--- config.mk ---
export PLATFORM = sky130hd
export DESIGN_NAME = alsu_core
export DESIGN_NICKNAME = d
export VERILOG_FILES = /design/src/alsu_pkg.sv /design/src/alsu_core.sv /design/src/alsu_divider.sv
export VERILOG_INCLUDE_DIRS = /design/src
export SDC_FILE = /design/constraint.sdc
export NUM_CORES = 1
export LEC_CHECK = 0
export BUFFER_PORTS_ARGS = -buffer_cell sky130_fd_sc_hd__buf_2
export CAP_MARGIN = 25
export CELL_PAD_IN_SITES_DETAIL_PLACEMENT = 0
export CELL_PAD_IN_SITES_GLOBAL_PLACEMENT = 2
export CORE_UTILIZATION = 40
export CTS_BUF_LIST = sky130_fd_sc_hd__clkbuf_8
export DETAILED_ROUTE_END_ITERATION = 10
export MAX_ROUTING_LAYER = met4
export PLACE_DENSITY = 0.95
export SETUP_SLACK_MARGIN = 0.4
export SLEW_MARGIN = 25
export SYNTH_ARGS = -nofsm -noshare
export SYNTH_HDL_FRONTEND = slang
export SYNTH_SLANG_ARGS = --single-unit
--- constraint.sdc ---
create_clock -name clk_in -period 14.47 [get_ports clk_in]
set_input_delay 2.894 -clock clk_in [delete_from_list [all_inputs] [get_ports clk_in]]
set_output_delay 2.894 -clock clk_in [all_outputs]
set_load 0.005 [all_outputs]
--- src/alsu_defs.svh ---
/*
 * Constants of the arithmetic, logic and shift unit: flag bit positions,
 * reset values and divider timing.
 * Assumes it is included by bare name by the package and the modules.
 */
`ifndef ALSU_DEFS_SVH
`define ALSU_DEFS_SVH

`define ALSU_FLAG_C 0
`define ALSU_FLAG_V 1
`define ALSU_FLAG_Z 2
`define ALSU_FLAG_N 3
`define ALSU_FLAG_H 4
`define ALSU_FLAGS_W 5

`define ALSU_FLAGS_RST 5'h00
`define ALSU_RESULT_RST 16'h0000
`define ALSU_DIV_STEPS 5'h10
`define ALSU_DIV0_QUOT 8'hff

`endif

--- src/alsu_pkg.sv ---
/*
 * Types of the arithmetic, logic and shift unit: operation codes,
 * sequencer states and the packed state of each module.
 * Assumes alsu_defs.svh is on the include path.
 */
`include "alsu_defs.svh"

package alsu_pkg;

	typedef enum logic [4:0] {
		op_add = 5'b00000,
		op_sub = 5'b00001,
		op_add_with_carry = 5'b00010,
		op_subtract_with_borrow = 5'b00011,
		op_inc = 5'b00100,
		op_dec = 5'b00101,
		op_add_small_const = 5'b00110,
		op_sub_small_const = 5'b00111,
		op_decimal_adjust_add = 5'b01000,
		op_decimal_adjust_sub = 5'b01001,
		op_unsigned_multiply = 5'b01010,
		op_unsigned_divide = 5'b01011,
		op_compare_op = 5'b01100,
		op_twos_complement_op = 5'b01101,
		op_and = 5'b01110,
		op_or = 5'b01111,
		op_xor = 5'b10000,
		op_not = 5'b10001,
		op_arith_shift_left = 5'b10010,
		op_arith_shift_right = 5'b10011,
		op_logic_shift_left = 5'b10100,
		op_logic_shift_right = 5'b10101,
		op_rotate_left = 5'b10110,
		op_rotate_right = 5'b10111,
		op_rotate_left_through_carry = 5'b11000,
		op_rotate_right_through_carry = 5'b11001
	} alsu_op_t;

	typedef enum logic [0:0] {
		st_idle = 1'b0,
		st_divide = 1'b1
	} alsu_state_t;

	typedef struct packed {
		logic [15:0] res;
		logic c;
		logic v;
		logic h;
	} alsu_arith_t;

	typedef struct packed {
		alsu_state_t st;
		logic [15:0] result;
		logic [`ALSU_FLAGS_W-1:0] flags;
		logic done;
		logic wr;
		logic word;
		logic illegal;
		logic last_div;
		logic [15:0] dividend;
		logic [7:0] divisor;
	} alsu_regs_t;

	typedef struct packed {
		logic busy;
		logic done;
		logic [4:0] count;
		logic [7:0] rem;
		logic [15:0] quot;
		logic [7:0] divisor;
	} alsu_div_regs_t;

endpackage

--- src/alsu_core.sv ---
/*
 * Arithmetic, logic and shift execution unit of an 8/16-bit CPU core.
 * Takes one operation per request, returns result and flags one cycle
 * later, or eighteen cycles later for a division.
 * Assumes the register file supplies operands and applies the write
 * back and the flags when done_out is high.
 */
`timescale 1ns/10ps
`include "alsu_defs.svh"

module alsu_core (
	input wire logic clk_in,
	input wire logic rst_in,
	input wire logic req_valid_in,
	output logic ready_out,
	input wire alsu_pkg::alsu_op_t op_in,
	input wire logic word_size_in,
	input wire logic use_imm_in,
	input wire logic [15:0] dst_value_in,
	input wire logic [15:0] src_register_in,
	input wire logic [7:0] imm_in,
	input wire logic [`ALSU_FLAGS_W-1:0] condition_flags_in,
	output logic done_out,
	output logic [15:0] result_out,
	output logic result_wr_out,
	output logic result_word_out,
	output logic [`ALSU_FLAGS_W-1:0] condition_flags_out,
	output logic illegal_out
);

	alsu_pkg::alsu_regs_t cur_r;
	alsu_pkg::alsu_regs_t cur_nxt;
	logic div_start;
	logic div_done;
	logic [7:0] div_quot;
	logic [7:0] div_rem;
	logic acc;

	function automatic logic op_legal(input alsu_pkg::alsu_op_t op,
		input logic word, input logic imm);
		logic ok;
		ok = 1'b1;
		if (imm) begin
			case (op)
				alsu_pkg::op_add: ok = !word;
				alsu_pkg::op_compare_op: ok = !word;
				alsu_pkg::op_add_with_carry,
				alsu_pkg::op_subtract_with_borrow,
				alsu_pkg::op_and,
				alsu_pkg::op_or,
				alsu_pkg::op_xor: ok = 1'b1;
				default: ok = 1'b0;
			endcase
		end
		return ok;
	endfunction

	// Adder for every add, subtract, compare and negate
	function automatic alsu_pkg::alsu_arith_t arith(input logic [15:0] a,
		input logic [15:0] b, input logic sub, input logic cin,
		input logic word);
		logic [15:0] bb;
		logic [16:0] s16;
		logic [8:0] s8;
		logic [4:0] h4;
		logic [12:0] h12;
		logic msb_a;
		logic msb_b;
		logic msb_r;
		alsu_pkg::alsu_arith_t r;
		bb = sub ? ~b : b;
		s16 = {1'b0, a} + {1'b0, bb} + {16'h0000, cin};
		s8 = {1'b0, a[7:0]} + {1'b0, bb[7:0]} + {8'h00, cin};
		h4 = {1'b0, a[3:0]} + {1'b0, bb[3:0]} + {4'h0, cin};
		h12 = {1'b0, a[11:0]} + {1'b0, bb[11:0]} + {12'h000, cin};
		r.res = word ? s16[15:0] : {8'h00, s8[7:0]};
		// Carry out of a subtract is the inverted borrow
		r.c = (word ? s16[16] : s8[8]) ^ sub;
		r.h = (word ? h12[12] : h4[4]) ^ sub;
		msb_a = word ? a[15] : a[7];
		msb_b = word ? bb[15] : bb[7];
		msb_r = word ? s16[15] : s8[7];
		r.v = (msb_a == msb_b) && (msb_r != msb_a);
		return r;
	endfunction

	assign acc = req_valid_in && ready_out;
	assign div_start = acc && (op_in == alsu_pkg::op_unsigned_divide) &&
		op_legal(op_in, word_size_in, use_imm_in);

	always_comb begin
		logic [15:0] opb;
		logic [15:0] res;
		logic [7:0] a;
		logic [7:0] adj;
		logic [`ALSU_FLAGS_W-1:0] f;
		logic fc;
		logic fv;
		logic fh;
		logic wd;
		logic use_ar;
		logic keep_c;
		logic hi;
		logic lo;
		alsu_pkg::alsu_arith_t ar;
		a = dst_value_in[7:0];
		f = condition_flags_in;
		opb = use_imm_in ? {8'h00, imm_in} : src_register_in;
		res = 16'h0000;
		adj = 8'h00;
		fc = f[`ALSU_FLAG_C];
		fv = 1'b0;
		fh = f[`ALSU_FLAG_H];
		wd = 1'b0;
		use_ar = 1'b0;
		keep_c = 1'b0;
		hi = 1'b0;
		lo = 1'b0;
		ar = arith(dst_value_in, opb, 1'b0, 1'b0, 1'b0);
		cur_nxt = cur_r;
		cur_nxt.done = 1'b0;
		cur_nxt.wr = 1'b0;
		cur_nxt.illegal = 1'b0;
		unique case (cur_r.st)
			alsu_pkg::st_idle: if (req_valid_in) begin
				cur_nxt.done = 1'b1;
				cur_nxt.wr = 1'b1;
				cur_nxt.last_div = 1'b0;
				if (!op_legal(op_in, word_size_in, use_imm_in)) begin
					cur_nxt.wr = 1'b0;
					cur_nxt.illegal = 1'b1;
				end else begin
					case (op_in)
						alsu_pkg::op_add: begin
							ar = arith(dst_value_in, opb, 1'b0, 1'b0, word_size_in);
							wd = word_size_in;
							use_ar = 1'b1;
						end
						alsu_pkg::op_sub: begin
							ar = arith(dst_value_in, opb, 1'b1, 1'b1, word_size_in);
							wd = word_size_in;
							use_ar = 1'b1;
						end
						alsu_pkg::op_add_with_carry: begin
							ar = arith(dst_value_in, opb, 1'b0, f[`ALSU_FLAG_C], 1'b0);
							use_ar = 1'b1;
						end
						alsu_pkg::op_subtract_with_borrow: begin
							ar = arith(dst_value_in, opb, 1'b1, !f[`ALSU_FLAG_C], 1'b0);
							use_ar = 1'b1;
						end
						alsu_pkg::op_inc: begin
							ar = arith(dst_value_in, 16'h0001, 1'b0, 1'b0, 1'b0);
							use_ar = 1'b1;
							keep_c = 1'b1;
						end
						alsu_pkg::op_dec: begin
							ar = arith(dst_value_in, 16'h0001, 1'b1, 1'b1, 1'b0);
							use_ar = 1'b1;
							keep_c = 1'b1;
						end
						alsu_pkg::op_add_small_const: begin
							// imm_in bit 1 selects a constant of two
							ar = arith(dst_value_in, imm_in[1] ? 16'h0002 : 16'h0001,
								1'b0, 1'b0, 1'b1);
							wd = 1'b1;
							use_ar = 1'b1;
						end
						alsu_pkg::op_sub_small_const: begin
							ar = arith(dst_value_in, imm_in[1] ? 16'h0002 : 16'h0001,
								1'b1, 1'b1, 1'b1);
							wd = 1'b1;
							use_ar = 1'b1;
						end
						alsu_pkg::op_decimal_adjust_add: begin
							lo = f[`ALSU_FLAG_H] || (a[3:0] > 4'h9);
							hi = f[`ALSU_FLAG_C] || (a > 8'h99);
							adj = {hi ? 4'h6 : 4'h0, lo ? 4'h6 : 4'h0};
							res = {8'h00, a + adj};
							fc = hi;
						end
						alsu_pkg::op_decimal_adjust_sub: begin
							adj = {f[`ALSU_FLAG_C] ? 4'h6 : 4'h0,
								f[`ALSU_FLAG_H] ? 4'h6 : 4'h0};
							res = {8'h00, a - adj};
						end
						alsu_pkg::op_unsigned_multiply: begin
							res = {8'h00, a} * {8'h00, src_register_in[7:0]};
							wd = 1'b1;
							fc = 1'b0;
						end
						alsu_pkg::op_unsigned_divide: begin
							cur_nxt.st = alsu_pkg::st_divide;
							cur_nxt.done = 1'b0;
							cur_nxt.wr = 1'b0;
							cur_nxt.dividend = dst_value_in;
							cur_nxt.divisor = src_register_in[7:0];
						end
						alsu_pkg::op_compare_op: begin
							ar = arith(dst_value_in, opb, 1'b1, 1'b1, word_size_in);
							wd = word_size_in;
							use_ar = 1'b1;
							cur_nxt.wr = 1'b0;
						end
						alsu_pkg::op_twos_complement_op: begin
							ar = arith(16'h0000, dst_value_in, 1'b1, 1'b1, 1'b0);
							use_ar = 1'b1;
						end
						alsu_pkg::op_and: res = {8'h00, a & opb[7:0]};
						alsu_pkg::op_or: res = {8'h00, a | opb[7:0]};
						alsu_pkg::op_xor: res = {8'h00, a ^ opb[7:0]};
						alsu_pkg::op_not: res = {8'h00, ~a};
						alsu_pkg::op_arith_shift_left: begin
							res = {8'h00, a[6:0], 1'b0};
							fc = a[7];
							fv = a[7] ^ a[6];
						end
						alsu_pkg::op_arith_shift_right: begin
							res = {8'h00, a[7], a[7:1]};
							fc = a[0];
						end
						alsu_pkg::op_logic_shift_left: begin
							res = {8'h00, a[6:0], 1'b0};
							fc = a[7];
						end
						alsu_pkg::op_logic_shift_right: begin
							res = {8'h00, 1'b0, a[7:1]};
							fc = a[0];
						end
						alsu_pkg::op_rotate_left: begin
							res = {8'h00, a[6:0], a[7]};
							fc = a[7];
						end
						alsu_pkg::op_rotate_right: begin
							res = {8'h00, a[0], a[7:1]};
							fc = a[0];
						end
						alsu_pkg::op_rotate_left_through_carry: begin
							res = {8'h00, a[6:0], f[`ALSU_FLAG_C]};
							fc = a[7];
						end
						alsu_pkg::op_rotate_right_through_carry: begin
							res = {8'h00, f[`ALSU_FLAG_C], a[7:1]};
							fc = a[0];
						end
						default: begin
							cur_nxt.wr = 1'b0;
							cur_nxt.illegal = 1'b1;
						end
					endcase
					if (use_ar) begin
						res = ar.res;
						fv = ar.v;
						fh = ar.h;
						if (!keep_c) begin
							fc = ar.c;
						end
					end
					// Flag update, held back on a pending division
					if (!div_start && !cur_nxt.illegal) begin
						f[`ALSU_FLAG_N] = wd ? res[15] : res[7];
						f[`ALSU_FLAG_Z] = wd ? (res == 16'h0000) : (res[7:0] == 8'h00);
						f[`ALSU_FLAG_V] = fv;
						f[`ALSU_FLAG_C] = fc;
						f[`ALSU_FLAG_H] = fh;
					end
					cur_nxt.result = res;
				end
				cur_nxt.flags = f;
				cur_nxt.word = wd;
			end
			alsu_pkg::st_divide: if (div_done) begin
				cur_nxt.st = alsu_pkg::st_idle;
				cur_nxt.done = 1'b1;
				cur_nxt.wr = 1'b1;
				cur_nxt.word = 1'b1;
				cur_nxt.last_div = 1'b1;
				// Remainder in the upper byte, quotient in the lower
				if (cur_r.divisor == 8'h00) begin
					cur_nxt.result = {cur_r.dividend[7:0], `ALSU_DIV0_QUOT};
				end else begin
					cur_nxt.result = {div_rem, div_quot};
				end
				cur_nxt.flags[`ALSU_FLAG_N] = cur_nxt.result[7];
				cur_nxt.flags[`ALSU_FLAG_Z] = (cur_r.divisor == 8'h00);
				cur_nxt.flags[`ALSU_FLAG_V] = 1'b0;
			end
		endcase
	end

	always_ff @(posedge clk_in) begin
		if (rst_in) begin
			cur_r <= '0;
			cur_r.st <= alsu_pkg::st_idle;
			cur_r.result <= `ALSU_RESULT_RST;
			cur_r.flags <= `ALSU_FLAGS_RST;
		end else begin
			cur_r <= cur_nxt;
		end
	end

	alsu_divider u_divider (
		.clk_in(clk_in),
		.rst_in(rst_in),
		.start_in(div_start),
		.dividend_in(dst_value_in),
		.divisor_in(src_register_in[7:0]),
		.done_out(div_done),
		.quotient_out(div_quot),
		.remainder_out(div_rem)
	);

	assign ready_out = (cur_r.st == alsu_pkg::st_idle);
	assign done_out = cur_r.done;
	assign result_out = cur_r.result;
	assign result_wr_out = cur_r.wr;
	assign result_word_out = cur_r.word;
	assign condition_flags_out = cur_r.flags;
	assign illegal_out = cur_r.illegal;

	property p_sub_imm;
		@(posedge clk_in) disable iff (rst_in)
		acc && op_in == alsu_pkg::op_sub && use_imm_in
		|=> done_out && illegal_out && !result_wr_out;
	endproperty
	a_sub_imm: assert property (p_sub_imm) else $error("imm sub taken");

	property p_word_imm;
		@(posedge clk_in) disable iff (rst_in)
		acc && op_in == alsu_pkg::op_add && use_imm_in && word_size_in
		|=> illegal_out && !result_wr_out;
	endproperty
	a_word_imm: assert property (p_word_imm) else $error("word imm add");

	property p_add_with_carry;
		@(posedge clk_in) disable iff (rst_in)
		acc && op_in == alsu_pkg::op_add_with_carry && !use_imm_in &&
		condition_flags_in[`ALSU_FLAG_C]
		|=> result_wr_out && result_out == (16'h00ff &
			($past(dst_value_in) + $past(src_register_in) + 16'h0001));
	endproperty
	a_add_with_carry: assert property (p_add_with_carry) else $error("carry add wrong");

	property p_inc;
		@(posedge clk_in) disable iff (rst_in)
		acc && op_in == alsu_pkg::op_inc && !use_imm_in
		|=> result_out == (16'h00ff & ($past(dst_value_in) + 16'h0001)) &&
			condition_flags_out[`ALSU_FLAG_C] ==
			$past(condition_flags_in[`ALSU_FLAG_C]);
	endproperty
	a_inc: assert property (p_inc) else $error("increment wrong");

	property p_small;
		@(posedge clk_in) disable iff (rst_in)
		acc && op_in == alsu_pkg::op_add_small_const && !use_imm_in
		|=> result_word_out && (result_out == $past(dst_value_in) +
			($past(imm_in[1]) ? 16'h0002 : 16'h0001));
	endproperty
	a_small: assert property (p_small) else $error("small add wrong");

	property p_mul;
		@(posedge clk_in) disable iff (rst_in)
		acc && op_in == alsu_pkg::op_unsigned_multiply && !use_imm_in
		|=> result_out == ((16'h00ff & $past(dst_value_in)) *
			(16'h00ff & $past(src_register_in)));
	endproperty
	a_mul: assert property (p_mul) else $error("product wrong");

	property p_div_time;
		@(posedge clk_in) disable iff (rst_in)
		div_start |=> !ready_out[*8] ##10 done_out && result_wr_out;
	endproperty
	a_div_time: assert property (p_div_time) else $error("divide late");

	property p_div_val;
		@(posedge clk_in) disable iff (rst_in)
		done_out && cur_r.last_div && cur_r.divisor != 8'h00
		|-> result_out[7:0] == 8'(cur_r.dividend / {8'h00, cur_r.divisor}) &&
			result_out[15:8] == 8'(cur_r.dividend % {8'h00, cur_r.divisor});
	endproperty
	a_div_val: assert property (p_div_val) else $error("divide wrong");

	property p_cmp;
		@(posedge clk_in) disable iff (rst_in)
		acc && op_in == alsu_pkg::op_compare_op && !use_imm_in
		|=> done_out && !result_wr_out && !illegal_out;
	endproperty
	a_cmp: assert property (p_cmp) else $error("compare wrote");

	property p_cmp_imm;
		@(posedge clk_in) disable iff (rst_in)
		acc && op_in == alsu_pkg::op_compare_op && use_imm_in && word_size_in
		|=> illegal_out;
	endproperty
	a_cmp_imm: assert property (p_cmp_imm) else $error("word imm compare");

	property p_neg;
		@(posedge clk_in) disable iff (rst_in)
		acc && op_in == alsu_pkg::op_twos_complement_op && !use_imm_in
		|=> result_out == (16'h00ff & (16'h0000 - $past(dst_value_in)));
	endproperty
	a_neg: assert property (p_neg) else $error("negate wrong");

	property p_arith_shift_right;
		@(posedge clk_in) disable iff (rst_in)
		acc && op_in == alsu_pkg::op_arith_shift_right && !use_imm_in
		|=> result_out == (((16'h00ff & $past(dst_value_in)) >> 1) |
			(16'h0080 & $past(dst_value_in)));
	endproperty
	a_arith_shift_right: assert property (p_arith_shift_right) else $error("sign lost");

	property p_rotate_left_through_carry;
		@(posedge clk_in) disable iff (rst_in)
		acc && op_in == alsu_pkg::op_rotate_left_through_carry &&
		!use_imm_in && !condition_flags_in[`ALSU_FLAG_C] && dst_value_in[7]
		|=> condition_flags_out[`ALSU_FLAG_C] &&
			result_out == (16'h00fe & ($past(dst_value_in) << 1));
	endproperty
	a_rotate_left_through_carry: assert property (p_rotate_left_through_carry) else $error("carry rotate");

	property p_logic_c;
		@(posedge clk_in) disable iff (rst_in)
		acc && op_in == alsu_pkg::op_and && condition_flags_in[`ALSU_FLAG_C]
		|=> condition_flags_out[`ALSU_FLAG_C] &&
			!condition_flags_out[`ALSU_FLAG_V];
	endproperty
	a_logic_c: assert property (p_logic_c) else $error("carry changed");

endmodule

--- src/alsu_divider.sv ---
/*
 * Restoring 16 by 8 bit unsigned divider, one quotient bit per cycle.
 * Assumes start_in is a one-cycle pulse while the divider is idle and
 * that the caller handles a zero divisor.
 */
`timescale 1ns/10ps
`include "alsu_defs.svh"

module alsu_divider (
	input wire logic clk_in,
	input wire logic rst_in,
	input wire logic start_in,
	input wire logic [15:0] dividend_in,
	input wire logic [7:0] divisor_in,
	output logic done_out,
	output logic [7:0] quotient_out,
	output logic [7:0] remainder_out
);

	alsu_pkg::alsu_div_regs_t cur_r;
	alsu_pkg::alsu_div_regs_t cur_nxt;

	always_comb begin
		logic [8:0] trial;
		logic fits;
		trial = {cur_r.rem, cur_r.quot[15]};
		fits = (trial >= {1'b0, cur_r.divisor});
		cur_nxt = cur_r;
		cur_nxt.done = 1'b0;
		if (start_in) begin
			cur_nxt.busy = 1'b1;
			cur_nxt.count = `ALSU_DIV_STEPS;
			cur_nxt.rem = 8'h00;
			cur_nxt.quot = dividend_in;
			cur_nxt.divisor = divisor_in;
		end else if (cur_r.busy) begin
			// Shift in one dividend bit, keep the difference if it fits
			cur_nxt.rem = fits ? 8'(trial - {1'b0, cur_r.divisor}) : trial[7:0];
			cur_nxt.quot = {cur_r.quot[14:0], fits};
			cur_nxt.count = cur_r.count - 5'h01;
			if (cur_r.count == 5'h01) begin
				cur_nxt.busy = 1'b0;
				cur_nxt.done = 1'b1;
			end
		end
	end

	always_ff @(posedge clk_in) begin
		if (rst_in) begin
			cur_r <= '0;
		end else begin
			cur_r <= cur_nxt;
		end
	end

	assign done_out = cur_r.done;
	assign quotient_out = cur_r.quot[7:0];
	assign remainder_out = cur_r.rem;

endmodule

* After elaboration in Yosys (flattened, before gate mapping)
Cells that the tools add are included.
** Cells by class
- Add/sub/neg operators :: 34
- Multiply operators :: 1
- Magnitude comparators :: 3
- Equal/unequal tests :: 44
- Mux-type cells :: 76
- Bitwise operators :: 23
- Reductions and logical operators :: 44
** Operators with widths (count)
- 16-bit case mux with 14 select lines :: 1
- 19-bit case mux with 9 select lines :: 1
- 16-bit two-way mux :: 8
- 16-bit by 16-bit adder with 17-bit output :: 3
- 51-bit two-way mux :: 1
- 5-bit == test (second input constant) :: 10
- 24-bit two-way mux :: 2
- 1-bit two-way mux :: 42
- 5-bit by 4-bit == test with 1-bit output (second input constant) :: 8
- 12-bit by 12-bit adder with 13-bit output :: 3
- 17-bit by 1-bit adder with 17-bit output (second input constant) :: 2
- 17-bit two-way mux :: 2
- 17-bit case mux with 2 select lines :: 1
- 31-bit two-way mux :: 1
- 29-bit two-way mux :: 1
- 13-bit by 1-bit adder with 13-bit output (second input constant) :: 2
- 26-bit OR reduction :: 1
- 24-bit OR reduction :: 1
- 5-bit by 3-bit == test with 1-bit output (second input constant) :: 4
- 8-bit by 1-bit adder with 9-bit output (second input constant) :: 2
- 8-bit by 8-bit adder with 9-bit output :: 2
- 9-bit by 1-bit adder with 9-bit output :: 2
- 9-bit by 1-bit adder with 9-bit output (second input constant) :: 2
- 3-bit two-way mux :: 6
- 52 further kinds :: 117
** Word-level totals
- Register bits :: 89
- Logic and storage cells :: 242

* Logic depth before layout (Yosys ltp)
Gate-level depths: netlist of run 1.
- Depth in word-level cells :: 19
- Gate-level depth with buffers :: 22
- Gate-level depth less buffers :: 19

* By module
Synthesis of run 1 repeated with hierarchy kept, for this count alone.
** Second synthesis, totals
- Cells, all modules :: 1636
- Area, all modules :: 12131.6 um^2
** Modules (own cells, without submodules)
- alsu_core :: instances 1, cells each 1378, area an instance 9995.8 um^2, seq. area each 840.8 um^2
- alsu_divider :: instances 1, cells each 258, area an instance 2135.8 um^2, seq. area each 780.7 um^2

* Least setup slack after synthesis of run 1
Ideal clock, no wire load.
- Path type :: input-to-reg
- Start :: input port dst_value_in[3]
- End :: register cur_r, in the netlist condition_flags_out[2]
- Setup time :: 0.087 ns
- Arrival time :: 8.154 ns
- Data required time :: 14.383 ns
- Path slack :: 6.229 ns
- Cell stages on the path :: 19
- Cells stage by stage :: buf_2 clkbuf_1 clkbuf_1 nand2_1 fa_1 fa_1 fa_1 inv_1 fa_1 ha_1 and2_1 a221oi_1 o211ai_1 xor2_1 a22oi_1 o211ai_1 or2_2 or4_1 o31ai_1
** Between the ends
- Cells in the longest elaborated chain, start to end :: 15
** RTL lines
- start: declaration :: line alsu_core.sv:19 : input wire logic [15:0] dst_value_in,
- branches (longest 5 deep; another with 16-bit by 16-bit adder with 17-bit output)
- 16-bit two-way mux * :: line alsu_core.sv:251 : if (use_ar) begin
- 16-bit two-way mux * :: line alsu_core.sv:129 : if (!op_legal(op_in, word_size_in, use_imm_in)) begin
- 16-bit two-way mux * :: line alsu_core.sv:125 : alsu_pkg::st_idle: if (req_valid_in) begin
- 16-bit two-way mux * :: line alsu_core.sv:124 : unique case (cur_r.st)
- 16-bit logical NOT or 8-bit logical NOT (tied branches) :: line alsu_core.sv:262 : f[`ALSU_FLAG_Z] = wd ? (res == 16'h0000) : (res[7:0] == 8'h00);
- 1-bit two-way mux * :: line alsu_core.sv:262
- 5-bit two-way mux * :: line alsu_core.sv:260 : if (!div_start && !cur_nxt.illegal) begin
- 5-bit two-way mux * :: line alsu_core.sv:129
- 51-bit two-way mux * :: line alsu_core.sv:125
- 3-bit case mux with 2 select lines * :: line alsu_core.sv:124
- end signal: assignment :: line alsu_core.sv:298 : cur_r <= cur_nxt;
- end: declaration :: line alsu_core.sv:31 : alsu_pkg::alsu_regs_t cur_r;
Every way passes the cells marked *. The select of a mux whose other input is x is not followed.
A chain may end at the register's enable or synchronous reset.

* Final worst setup path of run 1
- Start :: input port dst_value_in[4]
- End :: register cur_r, in the netlist condition_flags_out[2]
** Between the ends
- Cells in the longest elaborated chain, start to end :: 15
** RTL lines (line)
- branches (longest 5 deep; another with 16-bit by 16-bit adder with 17-bit output)
- 16-bit two-way mux * :: alsu_core.sv:251
- 16-bit two-way mux * :: alsu_core.sv:129
- 16-bit two-way mux * :: alsu_core.sv:125
- 16-bit two-way mux * :: alsu_core.sv:124
- 16-bit logical NOT or 8-bit logical NOT (tied branches) :: alsu_core.sv:262
- 1-bit two-way mux * :: alsu_core.sv:262
- 5-bit two-way mux * :: alsu_core.sv:260
- 5-bit two-way mux * :: alsu_core.sv:129
- 51-bit two-way mux * :: alsu_core.sv:125
- 3-bit case mux with 2 select lines * :: alsu_core.sv:124
Marked as above.

==> metrics.md, run 1 <==
| Metric | Value |
|---|---|
| RSZ-0062 raised after global routing | `false` |
| Grt ovf | `0` |
| Most common cell after layout, fill and taps aside | `nand2_1` |
| Vias in the first global route | `11.7k` |
| Max IR drop VDD | `0.0468 mV` |
| Drt initial violations | `1326` |
| Final Slew Violations | `0` |
| CTS tree | `done` |
| Final-report setup violation count | `0` |
| Seq/Total Area, Yosys | `13.7%` |
| Maximum clock rate | `0.121 GHz` |
| Post-CTS Setup Bufs | `0` |
| Worst Clk Skew | `10.5 ps` |
| ANT cells | `0` |
| Antenna-violating nets left | `0` |
| CP Launch Type | `input pin` |
| Core area | `28900 um2` |
| Avg Inst Size Synth | `7.43 um2` |
| Vias per inst | `6.28` |
| DRC | `0` |
| H-tree depth | `3` |
| Synth warnings | `0` |
| Mapped Cells | `1593` |
| Min-Delay Startpoint | `cur_r[11]` |
| DRT Wirelength | `45600 um` |
| DIE AREA | `30300 um2` |
| Tcrit/Tclk final | `57.0%` |
| Post-Syn Area | `11800 um2` |
| DP HPWL | `35200 um` |
| WP data arrival | `8540 ps` |
| Critical path peak fanout | `25` |
| Total Neg Setup Slack | `0 ps` |
| Share of layout cells above drive strength 1 | `9.58%` |
| Area growth, synth to finish | `5.39%` |
| Synth Flop Type | `dfxtp_1` |
| Largest net degree at the start of global routing | `57` |
| Initial Utilization | `40.9%` |
| Final Wtd Congestion | `0.969` |
| Max_cap viols | `0` |
| Worst Hold Class | `reg -> reg` |
| CP required | `14760 ps` |
| Commonest cells after routing, fill and taps aside | `144 x nand2_1, 129 x nor2_1, 118 x inv_1` |
| Critical path launch point | `dst_value_in[4]` |
| Post-synth net total | `1806` |
| Least-Margin Pin Slew | `1050 ps` |
| Total power | `0.939 mW` |
| Avg WL per Cell | `23.2 um` |
| Number of fill cells in the layout | `3038` |
| Layout Nets | `1794` |
| Setup CP Type | `in -> reg` |
| Ys async rst share | `0%` |
| IO buf count | `80` |
| Root Buffer | `clkbuf_8` |
| DR vias | `12.4k` |
| # hold bufs at CTS | `0` |
| Clk sinks | `81` |
| Outcome | `finished, final reports clean` |
| # rows | `62` |
| Fin crit period | `8250 ps` |
| Leak pwr | `5.14 nW` |
| Clk pin slew, worst setup/hold paths | `80 ps` |
| Slew HR | `29.0%` |
| Initial antenna violation count | `0` |
| Distinct cell type count after synthesis | `88` |
| Crit. End Element | `flip-flop` |
| Pwr/cell area | `75.3 nW/um2` |
| First-pass GRT wire length | `70400 um` |
| Clock insertion delay at the later pin of the skew report | `380 ps` |
| Post-synthesis register bit count | `81` |
| Longest Clk Path Bufs | `2` |
| R2R Path Start | `cur_r[50]` |
| Die Wd | `174 um` |
| TritonCTS Buffers | `9` |
| DR pass1 iterations | `6` |
| Post-synth EDFFs | `0` |
| Die height | `174 um` |
| Post-cts gate resize count | `0` |
| Total track usage | `30.8%` |
| IO Pins | `81` |
| Final hold vios | `0` |
==> registers in the layout (all words and copies together), names as in the netlist, 5 cells and up <==
signal,count
u_divider.quotient_out,8
condition_flags_out,5
result_out,16
u_divider.remainder_out,8
cur_r,17
u_divider.cur_r,22
==> Yosys cell counts (6+ instances only) <==
cell      instances  area share (%)
nand2_1         144             4.6
and2_1           39             2.1
nor2b_1          17            0.90
o21a_1           11            0.70
mux2i_1          46             3.9
xor2_1           16             1.2
a221oi_1         23             1.7
nor2_1          131             4.2
nor3_1           56             2.4
nand4_1          17            0.90
nand3_1          31             1.3
a22oi_1          15            0.95
buf_2             8            0.34
ha_1            116              12
xnor2_1          47             3.5
inv_1           118             3.7
nor4_1            9            0.48
o221ai_1          8            0.59
a221o_1           6            0.51
a21oi_1          94             4.0
dfxtp_1          81              14
clkbuf_1         86             2.7
or4_1             8            0.51
or2_2            10            0.53
a31oi_1          24             1.3
a211oi_1         40             2.5
o31ai_1          18             1.1
o21ai_0          77             3.3
o311ai_0          7            0.52
fa_1             42             7.1
and3_1           16            0.85
buf_4            22             1.4
or3_1            11            0.58
o22ai_1          14            0.74
nand2b_1         35             1.9
a21o_1           16             1.0
a22o_1           10            0.74
o211ai_1         17             1.1
==> routing by layer <==
| layer | track usage, % | vias to the layer above | wire, um |
|---|---|---|---|
| li1 | - | 5703 | - |
| met1 | 41.6 | 5898 | 20200 |
| met2 | 46.1 | 659 | 19900 |
| met3 | 4.79 | 107 | 3880 |
| met4 | 11.2 | 0 | 1680 |
| met5 | - | - | 0 |
==> power by group <==
part           leakage (nW)  switching, mW  internal (mW)
sequential            0.656        0.00400          0.228
combinational          4.40          0.355          0.200
clock                0.0850         0.0901         0.0619
==> worst paths after layout <==
check | slack [ps] | endpoint | cells after the start
max | 6220 | condition_flags_out[2] | 19
min | 460 | cur_r[11] | 2
max reg2reg | 11410 | condition_flags_out[2] | 8
min reg2reg | 460 | cur_r[11] | 2
==> worst max-delay path, cell delays in order <==
cell and delay, ps:
buf_2 510, nand2_1 170, fa_1 570, inv_1 60, fa_1 520, inv_1 50, fa_1 530, inv_1 40
ha_1 280, ha_1 360, and2_1 210, a221oi_1 510, o211ai_1 240, xor2_1 230, a22oi_1 220, o211ai_1 140
or2_2 290, or4_1 480, o31ai_1 200
==> logic make-up after synthesis <==
logic type,count (synthesis),synth area share [%]
simple gates,555,23.6
compound gates,444,25.6
buf+inv,240,8.46
fa+ha+maj,158,19.4
flops,81,13.7
xor+xnor,63,4.66
mux,52,4.56
==> through the flow <==
step	area [um2]	worst slack, ps	cells	hold slack, ps	utilization [%]
floorplan	11800	6230	1593	417	-
global placement	12300	6100	1954	441	42.5
detailed placement	12300	5940	1954	449	42.5
CTS	12500	6330	1970	459	43.1
global route	12500	5900	1970	479	43.1
finish	12500	6220	1970	459	43.1
==> final cells by class <==
cell class                      count  area (um2)  share of cell area (%)
Tap cell                          384         480                    3.85
Inverter                          119         447                    3.58
Sequential cell                    81        1620                    13.0
Clock buffer                        9         124                   0.993
Timing Repair Buffer               98         536                    4.29
Clock inverter                      7        47.5                   0.381
Multi-Input combinational cell   1272        9220                    73.9
Note: power is estimated with default switching activity, not from simulation.
==> run 2: changes to the inputs <==
--- a/config.mk
+++ b/config.mk
@@ -10,11 +10,11 @@
 export CAP_MARGIN = 25
 export CELL_PAD_IN_SITES_DETAIL_PLACEMENT = 0
 export CELL_PAD_IN_SITES_GLOBAL_PLACEMENT = 2
-export CORE_UTILIZATION = 40
+export CORE_UTILIZATION = 37
 export CTS_BUF_LIST = sky130_fd_sc_hd__clkbuf_8
 export DETAILED_ROUTE_END_ITERATION = 10
 export MAX_ROUTING_LAYER = met4
-export PLACE_DENSITY = 0.95
+export PLACE_DENSITY = 0.94
 export SETUP_SLACK_MARGIN = 0.4
 export SLEW_MARGIN = 25
 export SYNTH_ARGS = -nofsm -noshare
==> constraint.sdc (replaced) <==
create_clock -name clk_in -period 7.7 [get_ports clk_in]
set_input_delay 1.54 -clock clk_in [delete_from_list [all_inputs] [get_ports clk_in]]
set_output_delay 1.54 -clock clk_in [all_outputs]
set_load 0.005 [all_outputs]
==> run 2 against run 1 <==
  * Register-to-register slack got worse by 6800 ps
  * Clock-buffer cell count increased by 1
  * Final cell count increased by 1.2%
  * First-iteration DRC count decreased by 3.6%
  * Combinational power increased by 89%
  * Sequential share of layout area decreased by 0.10 points
==> metrics.md, run 2 (synthesis gave the netlist of run 1 again) <==
| Metric | Value |
|---|---|
| Core area | `31500 um2 (+8.8%)` |
| Area growth, synth to finish | `6.22%` |
| Tcrit/Tclk final | `87.1%` |
| Clk pin slew, worst setup/hold paths | `110 ps (+30 ps)` |
| DR pass1 iterations | `6 (unchanged)` |
| CTS tree | `done` |
| Final Wtd Congestion | `0.983 (+1.4%)` |
| TritonCTS Buffers | `9 (unchanged)` |
| Fin cells | `1994 (+1.2%)` |
| Worst reg2reg path depth | `9 (+1)` |
| Root Buffer | `clkbuf_8` |
| Total Neg Setup Slack | `0 ps (unchanged)` |
| # hold bufs at CTS | `0 (unchanged)` |
| Clk sinks | `81 (unchanged)` |
| DRC | `0 (unchanged)` |
| Placed cells | `1978 (+1.2%)` |
| DP HPWL | `36500 um (+3.9%)` |
| Least-Margin Pin Slew | `1070 ps (+17.9 ps)` |
| Vias in the first global route | `11.7k (+0.15%)` |
| # rows | `65 (+4.8%)` |
| Total track usage | `29.2% (-1.6 points)` |
| Max FFs per register | `22 (unchanged)` |
| Share of layout cells above drive strength 1 | `9.81% (+0.22 points)` |
| Die Wd | `181 um (+3.9%)` |
| RSZ-0062 raised after global routing | `false` |
| Post-CTS Setup Bufs | `0 (unchanged)` |
| Hold_ws | `450 ps (-9.11 ps)` |
| H-tree depth | `3 (unchanged)` |
| First-pass GRT wire length | `71900 um (+2.1%)` |
| Hold depth | `2 (unchanged)` |
| Worst Clk Skew | `20.8 ps (+10.3 ps)` |
| Fin crit period | `6710 ps` |
| Final hold vios | `0 (unchanged)` |
| Commonest cells after routing, fill and taps aside | `144 x nand2_1, 130 x nor2_1, 118 x inv_1` |
| Slew HR | `28.5% (-0.57 points)` |
| Initial antenna violation count | `1 (+1)` |
| Pwr/cell area | `144 nW/um2 (+92%)` |
| IO Pins | `81 (unchanged)` |
| Antenna-violating nets left | `0 (unchanged)` |
| Longest Clk Path Bufs | `2 (unchanged)` |
| Max_cap viols | `0 (unchanged)` |
| CP Launch Type | `input pin` |
| Vias per inst | `6.24 (-0.64%)` |
| Post-cts gate resize count | `0 (unchanged)` |
| Die height | `181 um (+3.9%)` |
| Final-report setup violation count | `0 (unchanged)` |
| Worst Hold Class | `reg -> reg` |
| Avg WL per Cell | `23.5 um (+1.4%)` |
| IO buf count | `80 (unchanged)` |
| Drt initial violations | `1278 (-3.6%)` |
| Initial Utilization | `37.6% (-3.3 points)` |
| Outcome | `finished, final reports clean` |
| Final Slew Violations | `0 (unchanged)` |
| Grt ovf | `0 (unchanged)` |
| DR vias | `12.4k (+0.57%)` |
| Final design utilization | `39.9% (-3.2 points)` |
| Setup CP Type | `in -> reg` |
| Max IR drop VDD | `0.124 mV (+170%)` |
| CP required | `7980 ps (-6780 ps)` |
| DRT Wirelength | `46800 um (+2.6%)` |
| Leak pwr | `5.18 nW (+0.81%)` |
| Critical path peak fanout | `17 (-32%)` |
| WP data arrival | `6980 ps (-1560 ps)` |
| Biggest register | `u_divider.cur_r` |
| Maximum clock rate | `0.149 GHz` |
| Layout Nets | `1800 (+0.33%)` |
| Largest net degree at the start of global routing | `57 (unchanged)` |
| Most common cell after layout, fill and taps aside | `nand2_1` |
| DIE AREA | `32700 um2 (+8.0%)` |
| Clock insertion delay at the later pin of the skew report | `360 ps (-20 ps)` |
| Crit. End Element | `flip-flop` |
## run 2: cell count changes in the layout (fill, tap and decap cells not counted), sizes merged
cell | previous run | this run
buf | 98 | 104
clkinv | 6 | 2
inv | 118 | 120
bufinv | 0 | 1
clkbuf | 9 | 10
clkinvlp | 2 | 1
diode | 0 | 1
## run 2: through the flow
step	worst slack, ps	power, mW	area [um2]
floorplan	813	1.17	11800
global placement	811	1.46	12400
detailed placement	653	1.47	12400
CTS	1030	1.80	12600
global route	685	1.94	12600
finish	994	1.81	12600
## run 2: routing by layer
layer  vias to the layer above  track usage [%]  share of wire [%]
met5                         -                -                  0
met4                         0             6.77                2.7
met3                        87             3.02                8.6
li1                       5715                -                  -
met2                       684             45.6                 45
met1                      5951             40.3                 44
## run 2: final timing paths
path | from | to | slack [ps]
max | dst_value_in[5] | condition_flags_out[2] | 990
min | cur_r[6] | cur_r[6] | 450
max reg2reg | cur_r[50] | condition_flags_out[2] | 4640
min reg2reg | cur_r[6] | cur_r[6] | 450
## run 2: final cells by class
| class | count | area (um2) |
|---|---|---|
| Antenna cell | 1 | 2.50 |
| Clock buffer | 10 | 138 |
| Clock inverter | 5 | 63.8 |
| Fill cell | 3329 | 18900 |
| Inverter | 119 | 447 |
| Multi-Input combinational cell | 1272 | 9210 |
| Sequential cell | 81 | 1620 |
| Tap cell | 402 | 503 |
| Timing Repair Buffer | 104 | 581 |
## run 2: worst max-delay path, stage by stage
cell      delay (ps)
buf_2            350
nand2_1          140
fa_1             580
fa_1             440
fa_1             550
inv_1             60
fa_1             430
ha_1             350
and2_1           190
a221oi_1         480
o211ai_1         240
xor2_1           220
a22oi_1          240
o211ai_1         150
or2_2            300
or4_1            480
o31ai_1          220
## run 2: report_power, final
group	internal [mW]	leakage, nW	total [mW]	switching [mW]
logic	0.383	4.42	1.05	0.667
clock network	0.160	0.0994	0.329	0.168
registers	0.429	0.656	0.436	0.00703
